--- src/rtl/lcc_cfg.svh ---
// Constants of the configurable logic cells: offsets, fields, modes, timing.
// Assumes inclusion by bare name from every design file that needs it.
`ifndef LCC_CFG_SVH
`define LCC_CFG_SVH

// Cell count and bus widths
`define LCC_NUM_CELLS   4
`define LCC_ADDR_W      12
`define LCC_SEL_W       5

// Function selections
`define LCC_MODE_OFF    8'h00
`define LCC_MODE_AND    8'h01
`define LCC_MODE_OR     8'h02
`define LCC_MODE_XOR    8'h03
`define LCC_MODE_LATCH  8'h0A
`define LCC_MODE_TOGGLE 8'h14
`define LCC_MODE_DFF    8'h1E

// Register offsets (cell config words sit at 4 * cell index)
`define LCC_CFG_OFS     12'h000
`define LCC_STAT_OFS    12'h010
`define LCC_PASS_OFS    12'h014

// Config word fields and reset value
`define LCC_MODE_LSB    0
`define LCC_IN1_LSB     8
`define LCC_IN2_LSB     16
`define LCC_CFG_MASK    32'h001F1FFF
`define LCC_CFG_RST     32'h00000000
`define LCC_BUSY_BIT    8

// Source select map
`define LCC_SRC_ONE     1
`define LCC_SRC_CELL    2
`define LCC_SRC_DIN     8
`define LCC_SRC_STAT    16

// Bus answers
`define LCC_RESP_OKAY   2'h0
`define LCC_RESP_SLVERR 2'h2

// Processing period
`define LCC_TICK_MS     16
`define LCC_CLK_KHZ     125000
`define LCC_TICK_CYCLES (`LCC_TICK_MS * `LCC_CLK_KHZ)

`endif

--- src/rtl/lcc_pkg.sv ---
// Types shared by the configurable logic cells.
// Assumes the constants header supplies the widths.
`include "lcc_cfg.svh"

package lcc_pkg;
    typedef logic [7:0]            lcc_mode_t;
    typedef logic [`LCC_SEL_W-1:0] lcc_sel_t;
    typedef enum {
        st_idle,
        st_eval
    } lcc_state_t;
endpackage

--- src/rtl/lcc_cell.sv ---
// One logic cell: gate, set/clear latch, toggle or D flip-flop.
// Assumes eval_i pulses once per pass, inputs settled in that cycle.
`timescale 1ns/100ps
`include "lcc_cfg.svh"

module lcc_cell (
    // Clock and reset
    input  wire logic              ref_clk_i,
    input  wire logic              rst_b_i,
    // Evaluation strobe and function
    input  wire logic              eval_i,
    input  wire lcc_pkg::lcc_mode_t mode_i,
    // Selected inputs
    input  wire logic              first_cell_input_i,
    input  wire logic              second_cell_input_i,
    // Result
    output logic                   q_o
);

    logic q_reg;
    logic q_next;
    logic prev1_reg;
    logic prev1_next;
    logic prev2_reg;
    logic prev2_next;
    logic rise1;
    logic rise2;

    // Edges compare this pass against the level kept from the last one
    assign rise1 = first_cell_input_i & ~prev1_reg;   // see RULE16
    assign rise2 = second_cell_input_i & ~prev2_reg;  // see RULE16

    // Next output, only changes on the evaluation strobe
    always_comb
    begin
        q_next     = q_reg;
        prev1_next = prev1_reg;
        prev2_next = prev2_reg;
        if (eval_i)
        begin
            prev1_next = first_cell_input_i;
            prev2_next = second_cell_input_i;
            case (mode_i)
                `LCC_MODE_AND:    q_next = first_cell_input_i & second_cell_input_i; // see RULE7
                `LCC_MODE_OR:     q_next = first_cell_input_i | second_cell_input_i; // see RULE8
                `LCC_MODE_XOR:    q_next = first_cell_input_i ^ second_cell_input_i; // see RULE9
                `LCC_MODE_LATCH:
                begin
                    // Clear dominates set
                    if (second_cell_input_i)
                        q_next = 1'b0;                // see RULE11
                    else if (first_cell_input_i)
                        q_next = 1'b1;                // see RULE10
                end
                `LCC_MODE_TOGGLE:
                begin
                    // Second input is deliberately unused here
                    if (rise1)
                        q_next = ~q_reg;              // see RULE12 RULE13
                end
                `LCC_MODE_DFF:
                begin
                    if (rise2)
                        q_next = first_cell_input_i;  // see RULE14 RULE15
                end
                // Off and unknown selections force the output low
                default:          q_next = 1'b0;      // see RULE6
            endcase
        end
    end

    // State registers, all cleared on reset
    always_ff @(posedge ref_clk_i or negedge rst_b_i)
    begin
        if (!rst_b_i)
        begin
            q_reg     <= 1'b0;                        // see RULE17
            prev1_reg <= 1'b0;
            prev2_reg <= 1'b0;
        end
        else
        begin
            q_reg     <= q_next;
            prev1_reg <= prev1_next;
            prev2_reg <= prev2_next;
        end
    end

    assign q_o = q_reg;

    property p_off_zero;
        @(posedge ref_clk_i) disable iff (!rst_b_i)
        eval_i && mode_i == `LCC_MODE_OFF |=> !q_o;
    endproperty
    a_off_zero: assert property (p_off_zero) // see RULE6
        else $error("Off cell output not low");

    property p_and;
        @(posedge ref_clk_i) disable iff (!rst_b_i)
        eval_i && mode_i == `LCC_MODE_AND
        |=> q_o == ($past(first_cell_input_i) && $past(second_cell_input_i));
    endproperty
    a_and: assert property (p_and) // see RULE7
        else $error("AND cell output wrong");

    property p_or;
        @(posedge ref_clk_i) disable iff (!rst_b_i)
        eval_i && mode_i == `LCC_MODE_OR
        |=> q_o == ($past(first_cell_input_i) || $past(second_cell_input_i));
    endproperty
    a_or: assert property (p_or) // see RULE8
        else $error("OR cell output wrong");

    property p_xor;
        @(posedge ref_clk_i) disable iff (!rst_b_i)
        eval_i && mode_i == `LCC_MODE_XOR
        |=> q_o == ($past(first_cell_input_i) != $past(second_cell_input_i));
    endproperty
    a_xor: assert property (p_xor) // see RULE9
        else $error("XOR cell output wrong");

    property p_latch;
        @(posedge ref_clk_i) disable iff (!rst_b_i)
        eval_i && mode_i == `LCC_MODE_LATCH && !first_cell_input_i
        && !second_cell_input_i |=> $stable(q_o);
    endproperty
    a_latch: assert property (p_latch) // see RULE10
        else $error("Latch did not hold");

    property p_latch_clear;
        @(posedge ref_clk_i) disable iff (!rst_b_i)
        eval_i && mode_i == `LCC_MODE_LATCH && second_cell_input_i |=> !q_o;
    endproperty
    a_latch_clear: assert property (p_latch_clear) // see RULE11
        else $error("Latch clear lost to set");

    property p_toggle;
        @(posedge ref_clk_i) disable iff (!rst_b_i)
        eval_i && mode_i == `LCC_MODE_TOGGLE
        |=> q_o == ($past(rise1) ? !$past(q_o) : $past(q_o));
    endproperty
    a_toggle: assert property (p_toggle) // see RULE12
        else $error("Toggle output wrong");

    property p_dff;
        @(posedge ref_clk_i) disable iff (!rst_b_i)
        eval_i && mode_i == `LCC_MODE_DFF
        |=> q_o == ($past(rise2) ? $past(first_cell_input_i) : $past(q_o));
    endproperty
    a_dff: assert property (p_dff) // see RULE14
        else $error("D flip-flop output wrong");

    property p_idle_hold;
        @(posedge ref_clk_i) disable iff (!rst_b_i)
        !eval_i |=> $stable(q_o) && $stable(prev1_reg);
    endproperty
    a_idle_hold: assert property (p_idle_hold) // see RULE5
        else $error("Cell changed outside its pass slot");

endmodule

--- src/rtl/lcc_top.sv ---
// Four configurable logic cells evaluated in order once per period.
// Assumes an AXI4-Lite master on ref_clk_i and asynchronous digital inputs.
//
// Design decisions made here: the register offsets and the AXI4-Lite register port.
`timescale 1ns/100ps
`include "lcc_cfg.svh"

// Overview of operation
// RULE1: Four cells, each configured on its own.
// RULE2: Two inputs, one output, usable elsewhere.
// RULE3: Inputs select pins, status or cells.
// RULE4: Cells evaluated in ascending index order.
// RULE5: All cells re-evaluated every 16 ms.
// RULE6: Selection 0 forces output low.
// RULE7: Selection 1 gives AND.
// RULE8: Selection 2 gives OR.
// RULE9: Selection 3 gives XOR.
// RULE10: Selection 10: set, clear, or hold latch.
// RULE11: Latch with both inputs high clears.
// RULE12: Selection 20 toggles on input one rise.
// RULE13: Toggle mode ignores input two.
// RULE14: Selection 30 loads input one on rise.
// RULE15: D mode holds except on rising edge.
// RULE16: Edges compare against previous pass level.
// RULE17: Reset clears outputs, states, previous levels.
module lcc_top #(
    parameter int unsigned NUM_DIN     = 8,
    parameter int unsigned NUM_STAT    = 8,
    parameter int unsigned TICK_CYCLES = `LCC_TICK_CYCLES
)(
    // Clock and reset
    input  wire logic                    ref_clk_i,
    input  wire logic                    rst_b_i,
    // AXI4-Lite write address
    input  wire logic [`LCC_ADDR_W-1:0]  s_axi_awaddr_i,
    input  wire logic                    s_axi_awvalid_i,
    output logic                         s_axi_awready_o,
    // AXI4-Lite write data
    input  wire logic [31:0]             s_axi_wdata_i,
    input  wire logic [3:0]              s_axi_wstrb_i,
    input  wire logic                    s_axi_wvalid_i,
    output logic                         s_axi_wready_o,
    // AXI4-Lite write response
    output logic [1:0]                   s_axi_bresp_o,
    output logic                         s_axi_bvalid_o,
    input  wire logic                    s_axi_bready_i,
    // AXI4-Lite read address
    input  wire logic [`LCC_ADDR_W-1:0]  s_axi_araddr_i,
    input  wire logic                    s_axi_arvalid_i,
    output logic                         s_axi_arready_o,
    // AXI4-Lite read data
    output logic [31:0]                  s_axi_rdata_o,
    output logic [1:0]                   s_axi_rresp_o,
    output logic                         s_axi_rvalid_o,
    input  wire logic                    s_axi_rready_i,
    // Signal sources
    input  wire logic [NUM_DIN-1:0]      din_i,
    input  wire logic [NUM_STAT-1:0]     stat_i,
    // Cell results
    output logic [`LCC_NUM_CELLS-1:0]    cell_out_o,
    output logic                         pass_done_o
);

    localparam int unsigned N = `LCC_NUM_CELLS;

    logic [31:0]          cfg_reg [N];
    logic [31:0]          cfg_next [N];
    logic [NUM_DIN-1:0]   din_meta_reg;
    logic [NUM_DIN-1:0]   din_sync_reg;
    logic [31:0]          tick_cnt_reg;
    logic [31:0]          tick_cnt_next;
    logic                 tick;
    lcc_pkg::lcc_state_t  state_reg;
    lcc_pkg::lcc_state_t  state_next;
    logic [1:0]           idx_reg;
    logic [1:0]           idx_next;
    logic                 pass_reg;
    logic                 pass_next;
    logic [31:0]          pcnt_reg;
    logic [31:0]          pcnt_next;
    logic [N-1:0]         eval_vec;
    logic [N-1:0]         cell_q;
    logic [31:0]          src_vec;
    logic                 awready_reg;
    logic                 awready_next;
    logic                 wready_reg;
    logic                 wready_next;
    logic                 bvalid_reg;
    logic                 bvalid_next;
    logic [1:0]           bresp_reg;
    logic [1:0]           bresp_next;
    logic                 arready_reg;
    logic                 arready_next;
    logic                 rvalid_reg;
    logic                 rvalid_next;
    logic [1:0]           rresp_reg;
    logic [1:0]           rresp_next;
    logic [31:0]          rdata_reg;
    logic [31:0]          rdata_next;
    logic                 wr_take;
    logic                 rd_take;

    // Pins are asynchronous, so two flops before any cell sees them
    always_ff @(posedge ref_clk_i or negedge rst_b_i)
    begin
        if (!rst_b_i)
        begin
            din_meta_reg <= '0;
            din_sync_reg <= '0;
        end
        else
        begin
            din_meta_reg <= din_i;
            din_sync_reg <= din_meta_reg;
        end
    end

    // Source map shared by every cell input selector
    always_comb
    begin
        src_vec                             = 32'h00000000;
        src_vec[`LCC_SRC_ONE]               = 1'b1;
        src_vec[`LCC_SRC_CELL +: N]         = cell_q;         // see RULE3
        src_vec[`LCC_SRC_DIN +: NUM_DIN]    = din_sync_reg;   // see RULE3
        src_vec[`LCC_SRC_STAT +: NUM_STAT]  = stat_i;         // see RULE3
    end

    // Period counter; the pass starts when it wraps
    assign tick = (tick_cnt_reg == 32'h00000000);

    // Pass sequencer: one cell per cycle, lowest index first
    always_comb
    begin
        tick_cnt_next = tick ? 32'(TICK_CYCLES - 1) : tick_cnt_reg - 32'h00000001; // see RULE5
        state_next    = state_reg;
        idx_next      = idx_reg;
        pass_next     = 1'b0;
        pcnt_next     = pcnt_reg;
        case (state_reg)
            lcc_pkg::st_idle:
            begin
                if (tick)
                begin
                    state_next = lcc_pkg::st_eval;                 // see RULE5
                    idx_next   = 2'h0;
                end
            end
            lcc_pkg::st_eval:
            begin
                if (idx_reg == 2'(N - 1))
                begin
                    state_next = lcc_pkg::st_idle;
                    pass_next  = 1'b1;
                    pcnt_next  = pcnt_reg + 32'h00000001;
                end
                else
                    idx_next = idx_reg + 2'h1;                     // see RULE4
            end
            default:
                state_next = lcc_pkg::st_idle;
        endcase
    end

    always_ff @(posedge ref_clk_i or negedge rst_b_i)
    begin
        if (!rst_b_i)
        begin
            tick_cnt_reg <= 32'h00000000;
            state_reg    <= lcc_pkg::st_idle;
            idx_reg      <= 2'h0;
            pass_reg     <= 1'b0;
            pcnt_reg     <= 32'h00000000;
        end
        else
        begin
            tick_cnt_reg <= tick_cnt_next;
            state_reg    <= state_next;
            idx_reg      <= idx_next;
            pass_reg     <= pass_next;
            pcnt_reg     <= pcnt_next;
        end
    end

    // Strobe for the cell whose slot this is; later cells see updated lower ones
    always_comb
    begin
        for (int i = 0; i < N; i++)
            eval_vec[i] = (state_reg == lcc_pkg::st_eval) && (idx_reg == 2'(i)); // see RULE4
    end

    // Cells, each steered only by its own config word
    for (genvar g = 0; g < N; g++)
    begin : g_cell
        lcc_cell u_cell (
            .ref_clk_i           (ref_clk_i),
            .rst_b_i             (rst_b_i),
            .eval_i              (eval_vec[g]),
            .mode_i              (cfg_reg[g][`LCC_MODE_LSB +: 8]),                // see RULE1
            .first_cell_input_i  (src_vec[cfg_reg[g][`LCC_IN1_LSB +: `LCC_SEL_W]]), // see RULE3
            .second_cell_input_i (src_vec[cfg_reg[g][`LCC_IN2_LSB +: `LCC_SEL_W]]), // see RULE2
            .q_o                 (cell_q[g])
        );
    end

    // Write channel: both address and data must be offered before acceptance
    assign wr_take = s_axi_awvalid_i && awready_reg && s_axi_wvalid_i && wready_reg;

    always_comb
    begin
        awready_next = 1'b0;
        wready_next  = 1'b0;
        bvalid_next  = bvalid_reg;
        bresp_next   = bresp_reg;
        for (int i = 0; i < N; i++)
            cfg_next[i] = cfg_reg[i];
        if (bvalid_reg && s_axi_bready_i)
            bvalid_next = 1'b0;
        if (wr_take)
        begin
            bvalid_next = 1'b1;
            bresp_next  = `LCC_RESP_OKAY;
            if (s_axi_awaddr_i[`LCC_ADDR_W-1:4] == `LCC_CFG_OFS >> 4)
            begin
                for (int b = 0; b < 4; b++)
                    if (s_axi_wstrb_i[b])
                        cfg_next[s_axi_awaddr_i[3:2]][8*b +: 8] = s_axi_wdata_i[8*b +: 8];
                cfg_next[s_axi_awaddr_i[3:2]] = cfg_next[s_axi_awaddr_i[3:2]] & `LCC_CFG_MASK;
            end
            else if (s_axi_awaddr_i[`LCC_ADDR_W-1:2] == `LCC_STAT_OFS >> 2)
                bresp_next = `LCC_RESP_OKAY;          // Read-only, write dropped
            else if (s_axi_awaddr_i[`LCC_ADDR_W-1:2] == `LCC_PASS_OFS >> 2)
                bresp_next = `LCC_RESP_OKAY;          // Read-only, write dropped
            else
                bresp_next = `LCC_RESP_SLVERR;
        end
        else if (s_axi_awvalid_i && s_axi_wvalid_i && !awready_reg && !bvalid_reg)
        begin
            awready_next = 1'b1;
            wready_next  = 1'b1;
        end
    end

    // Read channel: one outstanding read, data registered with the answer
    assign rd_take = s_axi_arvalid_i && arready_reg;

    always_comb
    begin
        arready_next = 1'b0;
        rvalid_next  = rvalid_reg;
        rresp_next   = rresp_reg;
        rdata_next   = rdata_reg;
        if (rvalid_reg && s_axi_rready_i)
            rvalid_next = 1'b0;
        if (rd_take)
        begin
            rvalid_next = 1'b1;
            rresp_next  = `LCC_RESP_OKAY;
            if (s_axi_araddr_i[`LCC_ADDR_W-1:4] == `LCC_CFG_OFS >> 4)
                rdata_next = cfg_reg[s_axi_araddr_i[3:2]];
            else if (s_axi_araddr_i[`LCC_ADDR_W-1:2] == `LCC_STAT_OFS >> 2)
            begin
                rdata_next                = 32'h00000000;
                rdata_next[N-1:0]         = cell_q;                 // see RULE2
                rdata_next[`LCC_BUSY_BIT] = (state_reg == lcc_pkg::st_eval);
            end
            else if (s_axi_araddr_i[`LCC_ADDR_W-1:2] == `LCC_PASS_OFS >> 2)
                rdata_next = pcnt_reg;
            else
            begin
                rdata_next = 32'h00000000;
                rresp_next = `LCC_RESP_SLVERR;
            end
        end
        else if (s_axi_arvalid_i && !arready_reg && !rvalid_reg)
            arready_next = 1'b1;
    end

    // Bus and config registers
    always_ff @(posedge ref_clk_i or negedge rst_b_i)
    begin
        if (!rst_b_i)
        begin
            for (int i = 0; i < N; i++)
                cfg_reg[i] <= `LCC_CFG_RST;
            awready_reg <= 1'b0;
            wready_reg  <= 1'b0;
            bvalid_reg  <= 1'b0;
            bresp_reg   <= 2'h0;
            arready_reg <= 1'b0;
            rvalid_reg  <= 1'b0;
            rresp_reg   <= 2'h0;
            rdata_reg   <= 32'h00000000;
        end
        else
        begin
            for (int i = 0; i < N; i++)
                cfg_reg[i] <= cfg_next[i];
            awready_reg <= awready_next;
            wready_reg  <= wready_next;
            bvalid_reg  <= bvalid_next;
            bresp_reg   <= bresp_next;
            arready_reg <= arready_next;
            rvalid_reg  <= rvalid_next;
            rresp_reg   <= rresp_next;
            rdata_reg   <= rdata_next;
        end
    end

    // Outputs straight from flops
    assign s_axi_awready_o = awready_reg;
    assign s_axi_wready_o  = wready_reg;
    assign s_axi_bvalid_o  = bvalid_reg;
    assign s_axi_bresp_o   = bresp_reg;
    assign s_axi_arready_o = arready_reg;
    assign s_axi_rvalid_o  = rvalid_reg;
    assign s_axi_rresp_o   = rresp_reg;
    assign s_axi_rdata_o   = rdata_reg;
    assign cell_out_o      = cell_q;
    assign pass_done_o     = pass_reg;

    property p_order;
        @(posedge ref_clk_i) disable iff (!rst_b_i)
        state_reg == lcc_pkg::st_eval && idx_reg != 2'(N - 1)
        |=> state_reg == lcc_pkg::st_eval && idx_reg == $past(idx_reg) + 2'h1;
    endproperty
    a_order: assert property (p_order) // see RULE4
        else $error("Cells not evaluated in ascending order");

    property p_pass_walk;
        @(posedge ref_clk_i) disable iff (!rst_b_i)
        state_reg == lcc_pkg::st_idle && tick
        |=> eval_vec == 4'h1 ##1 eval_vec == 4'h2 ##1 eval_vec == 4'h4
        ##1 eval_vec == 4'h8 ##1 pass_done_o && eval_vec == 4'h0;
    endproperty
    a_pass_walk: assert property (p_pass_walk) // see RULE4
        else $error("Pass did not visit cells one to four");

    property p_period;
        @(posedge ref_clk_i) disable iff (!rst_b_i)
        tick |=> tick_cnt_reg == 32'(TICK_CYCLES - 1);
    endproperty
    a_period: assert property (p_period) // see RULE5
        else $error("Period counter reload wrong");

    property p_one_slot;
        @(posedge ref_clk_i) disable iff (!rst_b_i)
        $onehot0(eval_vec) && (state_reg == lcc_pkg::st_idle) == (eval_vec == 4'h0);
    endproperty
    a_one_slot: assert property (p_one_slot) // see RULE4
        else $error("More than one cell evaluated at once");

    property p_cfg_own;
        @(posedge ref_clk_i) disable iff (!rst_b_i)
        wr_take && s_axi_awaddr_i[`LCC_ADDR_W-1:4] == 8'h00
        && s_axi_awaddr_i[3:2] != 2'h1 |=> $stable(cfg_reg[1]);
    endproperty
    a_cfg_own: assert property (p_cfg_own) // see RULE1
        else $error("Write to one cell altered another");

endmodule

--- config.mk ---
export PLATFORM = sky130hd
export DESIGN_NAME = lcc_top
export DESIGN_NICKNAME = d
export VERILOG_FILES = /design/src/rtl/lcc_pkg.sv /design/src/rtl/lcc_cell.sv /design/src/rtl/lcc_top.sv
export VERILOG_INCLUDE_DIRS = /design/src /design/src/rtl
export SDC_FILE = /design/constraint.sdc
export NUM_CORES = 1
export LEC_CHECK = 0
export BUFFER_PORTS_ARGS = -buffer_cell sky130_fd_sc_hd__buf_2
export CAP_MARGIN = 20
export CORE_ASPECT_RATIO = 2
export CORE_MARGIN = 5
export CORE_UTILIZATION = 60
export DETAILED_ROUTE_END_ITERATION = 8
export HOLD_SLACK_MARGIN = 0.02
export MAX_ROUTING_LAYER = met4
export PLACE_DENSITY = 0.82
export SYNTH_ARGS = -nofsm -noshare
export SYNTH_HDL_FRONTEND = slang
export SYNTH_SLANG_ARGS = --single-unit
--- constraint.sdc ---
create_clock -name ref_clk_i -period 5.4 [get_ports ref_clk_i]
set_clock_uncertainty 0.15 [all_clocks]
set_input_delay 0.27 -clock ref_clk_i [delete_from_list [all_inputs] [get_ports ref_clk_i]]
set_output_delay 0.27 -clock ref_clk_i [all_outputs]
set_load 0.005 [all_outputs]
# Word level (Yosys, flattened, before mapping)
# Index checks and enable logic that the tools add are counted.
[totals]
reg_bits = 295
inputBits = 83
out_inout_bits = 46
[classes]
addsub = 3
magnitude_cmp = 11
n_eq_ne = 48
mux = 95
bitwise_logic = 34
n_reduce_logical = 36
[ops]
columns = ["cell", "count"]
rows = [
  ["2-to-1 mux 128 bit", 12],
  ["bitwise mux 128 bit", 5],
  ["demux 32 bit (select 2 bit)", 5],
  ["2-to-1 mux 32 bit", 10],
  ["binary-select mux 32 bit (select 2 bit)", 2],
  ["== test 8 x 2 -> 1 bit (second input constant)", 8],
  ["== test 8 x 5 -> 1 bit (second input constant)", 8],
  ["zero test 32 bit", 2],
  ["one-hot mux 32 bit (2 select lines)", 1],
  ["< comparator 5 x 6 -> 1 bit (second input constant)", 8],
  ["2-to-1 mux 21 bit", 2],
  ["binary-select mux 1 bit (select 5 bit)", 8],
  ["== test 10 x 3 -> 1 bit (second input constant)", 4],
  ["2-to-1 mux 1 bit", 34],
  ["adder 32 x 1 -> 32 bit (second input constant)", 1],
  ["== test 32 x 1 -> 1 bit (second input constant)", 1],
  ["== test 32 x 2 -> 1 bit (second input constant)", 1],
  ["== test 8 x 1 -> 1 bit (second input constant)", 4],
  ["== test 8 x 4 -> 1 bit (second input constant)", 4],
  ["subtractor 32 x 1 -> 32 bit (second input constant)", 1],
  ["2-to-1 mux 24 bit", 1],
  ["one-hot mux 1 bit (6 select lines)", 4],
  ["logical AND 1 bit", 16],
  ["zero test 8 bit", 2],
  ["other kinds (23)", 83],
]

# Logic depth before layout (Yosys ltp)
# Gate-level depths: netlist of the first run.
[logic_depth]
ltp_word = 25
ltp_mapped = 14

# By module
# Synthesis of the first run repeated with hierarchy kept, for this count alone.
[unflattened]
cells_unflattened = 1154
hier_area_um2 = 14013.4
[by_module_without_submodules]
columns = ["module", "n_inst", "cells_per_inst", "area_per_inst_um2", "seq_area_each_um2"]
rows = [
  ["lcc_top", 1, 1034, 12852.3, 6256.0],
  ["lcc_cell", 4, 30, 290.3, 75.1],
]

# Worst setup path before layout of the first run
# Ideal clock, no wire load.
[synth_path]
path_type = "reg-to-reg"
from = "reg cfg_reg[73] in the netlist's numbering"
to = "reg g_cell[1].u_cell.q_reg"
setup_ns = 0.121
t_arrival_ns = 3.076
required_time_ns = 5.129
setup_slack_ns = 2.053
stages_incl_launch_ff = 13
n_path_buf = 1
period_less_slack_ns = 3.347
cell_sequence = "dfrtp_1 -> buf_4 -> mux4_2 -> mux4_2 -> a21oi_2 -> ha_1 -> mux2_2 -> a21oi_1 -> nor3_1 -> a21oi_1 -> o21ai_0 -> or4_1 -> o22a_1"
[synth_via]
elab_chain_cells = 5
word_cells_on_any_way = 11
classes_between = "2 x eq/ne; 4 x mux; 4 x bitwise; 1 x reduce/logical"
[synth_rtl]
columns = ["item", "line_no", "text"]
rows = [
  ["start: declaration", "lcc_top.sv:66", "logic [31:0] cfg_reg [N];"],
  ["start signal: indexed assignment", "lcc_top.sv:284", "cfg_reg[i] <= `LCC_CFG_RST;"],
  ["start signal: indexed assignment", "lcc_top.sv:297", "cfg_reg[i] <= cfg_next[i];"],
  ["binary-select mux 1 bit (select 5 bit) *", "lcc_top.sv:199", ".first_cell_input_i (src_vec[cfg_reg[g][`LCC_IN1_LSB +: `LCC_SEL_W]]),"],
  ["2-to-1 mux 1 bit *", "lcc_top.sv:199", ""],
  ["bitwise AND 1 bit", "lcc_cell.sv:30", "assign rise1 = first_cell_input_i & ~prev1_reg;"],
  ["!= test 2 x 1 -> 1 bit (no source line)", "-", ""],
  ["AND reduction 4 bit (no source line)", "-", ""],
  ["end signal: assignment", "lcc_cell.sv:83", "q_reg <= q_next;"],
  ["end: declaration", "lcc_cell.sv:20", "logic q_reg;"],
]
# Mark *: on every way between the ends. The rest lies on a longest branch, timed or not. The select of a mux whose other input is x is not followed.
# A chain may end at the register's enable or synchronous reset.

# Final worst setup path of the first run
# Same ends and word-level chain as after synthesis.

==> results of run 1 <==
-- worst max-delay path by stage --
stage,from,end,slack [ps],depth (start not counted)
3_3_place_gp,cfg_reg[73],g_cell[1].u_cell.q_o,1590,11
4_1_cts,cfg_reg[73],g_cell[1].u_cell.q_o,1510,11
3_5_place_dp,cfg_reg[73],g_cell[1].u_cell.q_o,1530,11
6_report,cfg_reg[73],g_cell[1].u_cell.q_o,1560,11
2_1_floorplan,cfg_reg[73],g_cell[1].u_cell.q_o,2050,12
5_1_grt,cfg_reg[73],g_cell[1].u_cell.q_o,1330,11
-- kinds of logic (layout without fill, tap and decap cells) --
group / count (synthesis) / after routing
simple gates: 411 / 411
flops: 262 / 262
compound gates: 233 / 233
mux: 128 / 128
buf+inv: 122 / 229
xor+xnor: 53 / 53
fa+ha+maj: 14 / 14
other cells: 1 / 2
-- synthesized netlist by cell type, types with 25 or more instances --
cell        n  area, um2
a21oi_1    59        295
a22oi_1    30        225
and2_1     30        188
clkbuf_1   56        210
dfrtp_1   262       6560
inv_1      34        128
mux2i_1    38        380
mux4_2     80       1800
nand2_1   131        492
nand3_1    25        125
nor2_1     85        319
nor2b_1    34        213
o21ai_0    91        455
xnor2_1    40        350
-- layout make-up --
| type | count | area, um2 |
|---|---|---|
| repair buffers | 154 | 1010 |
| multi-input cells | 841 | 6430 |
| fillers | 1613 | 6920 |
| flip-flops and latches | 262 | 6560 |
| well taps | 276 | 345 |
| clock inverters | 6 | 87.6 |
| inverters | 35 | 131 |
| clock buffers | 34 | 677 |
-- power by group --
part,switching [mW],internal (mW)
sequential,0.0141,1.98
combinational,0.122,0.0880
clock,0.727,0.965
total,0.862,3.03
-- repair_timing --
action	CTS	global route
endpoints found under the hold margin	148	0
gates resized for setup	0	0
hold buffers	35	0
-- through the flow --
stage,utilization (%),hold WS [ps],power (mW),worst slack (ps)
after detailed placement,63.7,122,2.21,1530
final,68.8,5.14,3.89,1560
after global routing,68.8,67.8,4.01,1330
after global placement,63.7,118,2.21,1590
after floorplan,-,-176,2.11,2050
after CTS,68.7,24.0,3.91,1510
-- metal layers --
metal	global-route usage, %	vias up	share of wire [%]
met1	31.7	5097	35
met3	3.09	118	5.0
met2	48.5	427	55
li1	-	4558	-
met4	13.4	0	5.0
met5	-	-	0
-- tightest hold or removal path: cells and delay by family --
kind	cells	cell delay (ps)
AO/OA/AOI/OAI	1	150
buffers and inverters	1	100
multiplexers	1	110
==> metrics.md, run 1 <==
| Metric | Value |
|---|---|
| Ys flop type | dfrtp_1 |
| Core region area | approximately 22,000 um2 |
| Maxcap violations | 0 |
| Final Wtd Congestion | 0.928 |
| Reg2Reg Setup Slack | 1560 ps |
| Initial drt markers | between 700 and 800 |
| Mapped Cells | 1,224 |
| IO Pins | 129 |
| Actual slew at the worst max-slew pin | 1040 ps |
| Required @ worst endpoint | 5670 ps |
| Clock Path Buffers | 3 |
| CP Cell Sequence | mux4_2 > mux4_2 > a21oi_2 > ha_1 > mux2_2 > a21oi_1 > nor3_1 > a21oi_1 > o21ai_0 > or4_1 > o22a_1 |
| Avg WL per Cell | 21.3 um |
| H-tree Lvls | 1 |
| Hold path cells | 3 |
| Initial Util | 60.8% |
| RSZ-0062 raised after global routing | no |
| Sum of buffers and inverters on the critical path | 0 |
| CTS root buffer | clkbuf_16 |
| CTS Buf Count | 23 |
| Leak Pwr | 6.73 nW |
| Startpoint types | flop |
| Final setup fails | 0 |
| Reg-to-Reg Start | cfg_reg[73] |
| Most frequent cells in the layout | 262 x dfrtp_1, 130 x nand2_1, 106 x buf_2 |
| Status | finished, final reports clean |
| Vias in the first global route | 10,590 |
| Max-slew headroom | 30.6% |
| Sequential share of the synthesized area | a little under 50% |
| Initial antenna violation count | 0 |
| Crit path DAT | 4100 ps |
| Yosys Warn Count | 0 |
| Post-route setup TNS | 0 ps |
| Post-route minimum period | 3840 ps |
| Post-Synth Simple-Gate Area | 15.3% |
| Die Wd | 116 um |
| Mapped Avg Cell Area | 11.0 um2 |
| Total die area | 25,700 um2 |
| XOR/XNOR Fraction of Synth Area | about 3.4% |
| Die H | 222 um |
| Fraction of layout cells with a size suffix above 1 | 19.7% |
| Worst Setup Path Type | reg -> reg |
| Standard-cell rows | 77 |
| Compound-cell area share of the yosys netlist | 10.4% |
| Worst hold start | s_axi_wdata_i[19] |
| CP Capture Type | flop |
| GRT Resource Usage Total | between 20% and 30% |
| TritonRoute pass-1 iters | 7 |
| Synth Register Bits | 262 |
| Adder-cell share of the synthesized area | 1.30% |
| Worst VDD drop | 0.282 mV |
| Clock sinks | 262 |
| Non-Filler Instances | 1,608 |
| Layout area overhead | 13.1% |
| Fmax achieved | ~0.26 GHz |
| Worst-path fanout max | 10 |
| Netlist cell types | 65 |
| Max incr delay on CP | 600 ps |
| Ys async rst share | 100% |
| CP top delay family | multiplexers |
| Hold Vio Cnt, Final | 0 |
| Number of synthesized flops with an enable pin | 0 |
| Vias after detailed routing | 10,200 |
| Multiplexer share of the synthesized area | between 15 and 20% |
| Hold WC Path Type | in -> reg |
| Final wirelength | 34,200 um |
| Hpwl dp | 23,000 um |
| Worst-path clk slew | 70 ps |
| Remaining DRCs | 0 |
| Fin crit share | 71.0% |
| Global route overflow | 0 |
| Post-synthesis instance area | ~13,000 um2 |
| Largest net degree at the start of global routing | 185 |
| Final Max Slew Viols | 0 |
| Antenna-violating nets left | 0 |
| Skew-Pair Late Insertion Delay | 520 ps |
| Reg2reg end | g_cell[1].u_cell.q_o |
| Most common cell after layout, fill and taps aside | dfrtp_1 |
| Setup repair bufs after CTS | 0 |
| Dpl cells | 1,532 |
| First-pass GRT wire length | 55,300 um |
| Pwr dens | 255 nW/um2 |
| Hold Path End | cfg_reg[83] |
| Nets | 1,414 |
| Number of port buffers | 107 |
| Max reg flops | ~130 |
| CTS tree | done |
| N_diodes | 0 |
| DR vias/cell | 6.34 |
| Main combinational cell family by area after synthesis | multiplexers |
| Slowest cell on the critical path | dfrtp_1 |
| Post-Layout Inst Area | 15,200 um2 |
| Area post-placement | 14,100 um2 |
| Worst-case reg-to-reg path depth | 11 |
(Power assumes the default switching activity.)
==> run 2: changes to the inputs <==
clock period = 3.7 ns   (was 5.4 ns; I/O delays follow)
==> metrics.md, run 2 (same netlist as run 1, synthesis figures left out) <==
| Metric | Value |
|---|---|
| Die H | 222 um (unchanged) |
| Worst setup path startpoint | din_sync_reg[4] |
| Worst-path fanout max | 8 (-2) |
| Nets | 1,442 (+2.0%) |
| Skew-Pair Late Insertion Delay | 540 ps (+20 ps) |
| Initial drt markers | 690 (-14%) |
| Sw Ratio | 22.4% (+0.25 points) |
| Startpoint types | flop |
| H-tree Lvls | 1 (unchanged) |
| Seq pwr share | 49.6% (-1.5 points) |
| Max-slew headroom | 42.1% (+11 points) |
| Global route overflow | 0 (unchanged) |
| Worst-path clk slew | 70 ps (about the same) |
| Most common cell after layout, fill and taps aside | dfrtp_1 |
| Pint | 4.53 mW (+50%) |
| Worst Setup Path Type | reg -> reg |
| TritonRoute pass-1 iters | 5 (-2) |
| CTS Buf Count | 23 (unchanged) |
| Post-Layout Inst Area | 15,500 um2 (+1.9%) |
| Post-route minimum period | 3520 ps (-317 ps) |
| Actual slew at the worst max-slew pin | 869 ps (-166 ps) |
| Worst hold start | s_axi_wstrb_i[2] |
| Remaining DRCs | 0 (unchanged) |
| Clock Path Buffers | 3 (unchanged) |
| Number of port buffers | 107 (unchanged) |
| Largest net degree at the start of global routing | 105 (-43%) |
| Maxcap violations | 0 (unchanged) |
| Required @ worst endpoint | 3980 ps (-1690 ps) |
| Antenna-violating nets left | 0 (unchanged) |
| Final Max Slew Viols | 0 (unchanged) |
| CP Capture Type | flop |
| Hpwl dp | 23,900 um (+4.0%) |
| Post-route setup TNS | 0 ps (unchanged) |
| Hold Vio Cnt, Final | 0 (unchanged) |
| First-pass GRT wire length | 56,700 um (+2.5%) |
| Leak Pwr | 6.88 nW (+2.2%) |
| Hold WC Path Type | in -> reg |
| CP Cell Sequence | mux4_2 > mux4_2 > a21oi_4 > ha_1 > mux2_2 > a21oi_1 > nor3_1 > a21oi_1 > o21ai_0 > or4_1 > o22a_1 |
| Fmax achieved | 0.284 GHz (+9.0%) |
| GRT Resource Usage Total | 28.8% (+0.79 points) |
| Core region area | 22,200 um2 (unchanged) |
| Layout area overhead | 15.2% |
| Reg-to-Reg Start | din_sync_reg[4] |
| Multi-input logic area | 6440 um2 (+0.12%) |
| Fraction of layout cells with a size suffix above 1 | 21.3% (+1.6 points) |
| Sequential Area | 6560 um2 (about the same) |
| Initial Util | 60.8% (unchanged) |
| Initial antenna violation count | 1 (+1) |
| Fin crit share | 95.1% (+24 points) |
| Final Wtd Congestion | 0.962 (+3.7%) |
| DR vias/cell | 6.31 (-0.56%) |
| Status | finished, final reports clean |
| Final wirelength | 34,600 um (+1.1%) |
| Max reg flops | 128 (unchanged) |
| Area post-placement | 14,300 um2 (+1.3%) |
| Slowest cell on the critical path | mux4_2 |
| Number of filler cells placed in the layout | 1,586 (-1.7%) |
| Reg2Reg Setup Slack | 180 ps (-1380 ps) |
| Clk network pwr share | 44.8% (+1.3 points) |
| Worst VDD drop | 0.364 mV (+29%) |
| RSZ-0062 raised after global routing | no |
| Most frequent cells in the layout | 261 x dfrtp_1, 130 x nand2_1, 106 x buf_2 |
| Sw power | 1.31 mW (+52%) |
| Crit path DAT | 3800 ps (-300 ps) |
| Comb power frac | 5.5% (about the same) |
| Pwr dens | 376 nW/um2 (+47%) |
| Vias after detailed routing | 10,332 (+1.3%) |
| Clock sinks | 262 (unchanged) |
| CTS root buffer | clkbuf_16 |
| Die Wd | 116 um (unchanged) |
| Final setup fails | 0 (unchanged) |
| Standard-cell rows | 77 (unchanged) |
| Vias in the first global route | 10,892 (+2.9%) |
| Max incr delay on CP | 510 ps (-90 ps) |
| IO Pins | 129 (unchanged) |
| CTS tree | done |
| Avg WL per Cell | 21.1 um (-0.71%) |
| Total die area | 25,700 um2 (unchanged) |
==> run 2: changes by cell type in the layout (fill, tap and decap cells not counted), moves of 2 or more <==
cell           delta
buf_4            +24
bufinv_16         +3
clkbuf_1          -2
clkbuf_8          -6
clkinvlp_4        +4
dlygate4sd3_1     +4
==> run 2: final cells by class <==
cell class                 count  share of cell area [%]
antenna                        1                  0.0161
clock buffer                  26                    3.78
clock inverter                15                    1.44
inverter                      35                   0.846
multi-input combinational    841                    41.5
sequential                   262                    42.2
tap                          276                    2.22
timing repair buffer         182                    7.98
==> run 2: power groups by stage <==
stage	logic [mW]	registers, mW	clock network, mW
finish	0.323	2.90	2.62
global route	0.356	2.90	2.75
CTS	0.321	2.90	2.64
detailed placement	0.285	2.95	0
global placement	0.278	2.95	0
floorplan	0.129	2.95	0
==> run 2: worst paths after layout <==
path,to,cells past startpoint
max,g_cell[1].u_cell.q_o,11
max reg2reg,g_cell[1].u_cell.q_o,11
min reg2reg,din_sync_reg[1],0
min in group asynchronous,tick_cnt_reg[9],2
max in group asynchronous,s_axi_rdata_o[0],3
min,cfg_reg[20],3
==> run 2: through the flow <==
step / hold WS, ps / cells / setup WS, ps / util (%) / total power, mW
CTS: 26.4 / 1636 / 136 / 69.9 / 5.86
global route: 57.6 / 1638 / 45.0 / 70.1 / 6.01
floorplan: -261 / 1225 / 353 / - / 3.08
finish: 39.4 / 1638 / 180 / 70.1 / 5.84
global placement: 113 / 1556 / 186 / 64.5 / 3.23
detailed placement: 119 / 1556 / 146 / 64.5 / 3.24
==> run 2: layer usage <==
metal,GRT usage (%),part of all wire (%)
met5,-,0
met4,14.5,6.0
met3,3.20,5.6
met2,49.7,54
met1,32.5,35
==> run 2: what timing repair did <==
action                                  4_1_cts  5_1_grt
gates resized for setup                       0        2
endpoints found under the setup margin        0        1
endpoints found under the hold margin       186        0
setup buffers                                 0        0
hold buffers                                 39        0
==> run 2: critical path: cells and delay by family, from the launching register on <==
family	cells	cell delay, ps
AO/OA/AOI/OAI	5	790
adder cells (fa/ha/maj)	1	280
flip-flops	1	470
multiplexers	3	1270
AND/OR/NAND/NOR	2	460
==> run 3: changes to the inputs <==
RECOVER_POWER = 100   (was unset)
==> metrics.md, run 3 (same netlist as run 1, synthesis figures left out) <==
| Metric | Value |
|---|---|
| First-pass GRT wire length | 56,700 um (unchanged) |
| Status | complete, but fails checks |
| Clock sinks | 262 (unchanged) |
| IO Pins | 129 (unchanged) |
| Startpoint types | flop |
| Initial Util | 60.8% (unchanged) |
| CP Capture Type | flop |
| Worst VDD drop | 0.362 mV (-0.41%) |
| Fraction of layout cells with a size suffix above 1 | 18.9% (-2.4 points) |
| Seq pwr share | 49.7% (about the same) |
| Reg2reg end | g_cell[1].u_cell.q_o |
| Fin crit share | 95.1% (about the same) |
| Reg-to-Reg Start | din_sync_reg[4] |
| Failing checks | capacitance limit, slew limit |
| GRT Resource Usage Total | 28.8% (unchanged) |
| Worst Setup Path Type | reg -> reg |
| CTS root buffer | clkbuf_16 |
| Largest net degree at the start of global routing | 105 (unchanged) |
| Max reg flops | 128 (unchanged) |
| Most frequent cells in the layout | 261 x dfrtp_1, 131 x nand2_1, 91 x o21ai_0 |
| Sw power | 1.31 mW (-0.12%) |
| Total Power | 5.83 mW (about the same) |
| Number of filler cells placed in the layout | 1,619 (+2.1%) |
| Vias after detailed routing | 10,351 (+0.18%) |
| Standard-cell rows | 77 (unchanged) |
| Number of port buffers | 107 (unchanged) |
| Core region area | 22,200 um2 (unchanged) |
| Initial antenna violation count | 1 (unchanged) |
| Nets | 1,442 (unchanged) |
| Maxcap violations | 2 (+2) |
| Final Wtd Congestion | 0.962 (unchanged) |
| Hold path cells | 3 (unchanged) |
| Max-slew headroom | -77.9% (-120 points) |
| Hold Vio Cnt, Final | 0 (unchanged) |
| Pwr dens | 378 nW/um2 (+0.59%) |
| CTS tree | done |
| Most common cell after layout, fill and taps aside | dfrtp_1 |
| Comb power frac | 5.5% (about the same) |
| TritonRoute pass-1 iters | 5 (unchanged) |
| Worst-case reg-to-reg path depth | 11 (unchanged) |
| Clock Path Buffers | 3 (unchanged) |
| RSZ-0062 raised after global routing | no |
| Post-route setup TNS | 0 ps (unchanged) |
| Leak Pwr | 6.74 nW (-1.9%) |
| Hold WS | 42.3 ps (+2.86 ps) |
| Final wirelength | 34,600 um (about the same) |
| Final Max Slew Viols | 128 (+128) |
| Global route overflow | 0 (unchanged) |
| Initial drt markers | 744 (+7.8%) |
| Hold Path End | cfg_reg[20] |
| Worst-path fanout max | 8 (unchanged) |
| Worst-path clk slew | 70 ps (about the same) |
| Post-route minimum period | 3520 ps (+0.107 ps) |
| Layout area overhead | 14.4% |
| Fmax achieved | 0.284 GHz (about the same) |
| Actual slew at the worst max-slew pin | 2670 ps (+1800 ps) |
| Pint | 4.53 mW (about the same) |
| Final setup fails | 0 (unchanged) |
| Required @ worst endpoint | 3980 ps (about the same) |
| Skew-Pair Late Insertion Delay | 540 ps (about the same) |
| Avg WL per Cell | 21.1 um (about the same) |
| CTS Buf Count | 23 (unchanged) |
| H-tree Lvls | 1 (unchanged) |
| Sw Ratio | 22.4% (about the same) |
| Clk network pwr share | 44.8% (about the same) |
| Hold WC Path Type | in -> reg |
| Hpwl dp | 23,900 um (unchanged) |
| Reg2Reg Setup Slack | 180 ps (about the same) |
| Crit path DAT | 3800 ps (about the same) |
| Vias in the first global route | 10,892 (unchanged) |
| Remaining DRCs | 0 (unchanged) |
| Die Wd | 116 um (unchanged) |
| Die H | 222 um (unchanged) |
| Worst hold start | s_axi_wstrb_i[2] |
| Antenna-violating nets left | 0 (unchanged) |
| DR vias/cell | 6.32 (+0.18%) |
| Total die area | 25,700 um2 (unchanged) |
[run 3: changes by cell type in the layout (fill, tap and decap cells not counted), moves of 4 or more]
cell      before  now
and2_0         0   19
and2_1        30   11
buf_2        106   90
buf_4         34   19
clkbuf_1       3   29
clkbuf_2       0    4
[run 3: timing repair]
action,4_1_cts,5_1_grt
endpoints found under the hold margin,186,0
hold buffers,39,0
setup endpoints to repair,0,1
gates resized for setup,0,2
setup buffers,0,0
[run 3: worst max-delay path by stage]
| stage | startpoint | endpoint | cells after the start |
|---|---|---|---|
| detailed placement | din_sync_reg[7] | g_cell[1].u_cell.q_o | 11 |
| CTS | din_sync_reg[4] | g_cell[1].u_cell.q_o | 11 |
| finish | din_sync_reg[4] | g_cell[1].u_cell.q_o | 11 |
| global route | g_cell[0].u_cell.q_o | g_cell[3].u_cell.q_o | 12 |
| floorplan | cfg_reg[73] | g_cell[1].u_cell.q_o | 12 |
| global placement | din_sync_reg[5] | g_cell[1].u_cell.q_o | 11 |
[run 3: critical path: stages, from the launching register on]
cell     delay, ps
dfrtp_1        470
mux4_2         490
mux4_2         500
a21oi_4        260
ha_1           280
mux2_2         270
a21oi_1        150
nor3_1          60
a21oi_1        110
o21ai_0         80
or4_1          400
o22a_1         200
[run 3: power groups by stage]
| stage | sequential, mW | clock, mW | combinational, mW |
|---|---|---|---|
| floorplan | 2.95 | 0 | 0.129 |
| CTS | 2.90 | 2.64 | 0.321 |
| detailed placement | 2.95 | 0 | 0.285 |
| finish | 2.90 | 2.61 | 0.321 |
| global placement | 2.95 | 0 | 0.278 |
| global route | 2.90 | 2.75 | 0.353 |
[run 3: area by class of cell]
class                   count  area [um2]  area share [%]
flip-flops and latches    262        6560            42.5
multi-input cells         841        6410            41.6
repair buffers            182        1160            7.54
clock buffers              26         587            3.80
well taps                 276         345            2.24
clock inverters            15         224            1.45
inverters                  35         131           0.852
diodes                      1        2.50          0.0162
[run 3: stage by stage]
| step | setup WS (ps) | utilization, % | area (um2) | std cells |
|---|---|---|---|---|
| 2_1_floorplan | 353 | - | 13500 | 1225 |
| 3_3_place_gp | 186 | 64.5 | 14300 | 1556 |
| 3_5_place_dp | 146 | 64.5 | 14300 | 1556 |
| 4_1_cts | 136 | 69.9 | 15500 | 1636 |
| 5_1_grt | 33.6 | 69.6 | 15400 | 1638 |
| 6_report | 180 | 69.6 | 15400 | 1638 |
[run 3: metal layers]
layer,vias to the layer above,wire (um),track usage [%]
met2,423,18700,49.7
met1,5142,12100,32.5
met3,147,1900,3.20
li1,4639,-,-
met4,0,1940,14.5
met5,-,0,-
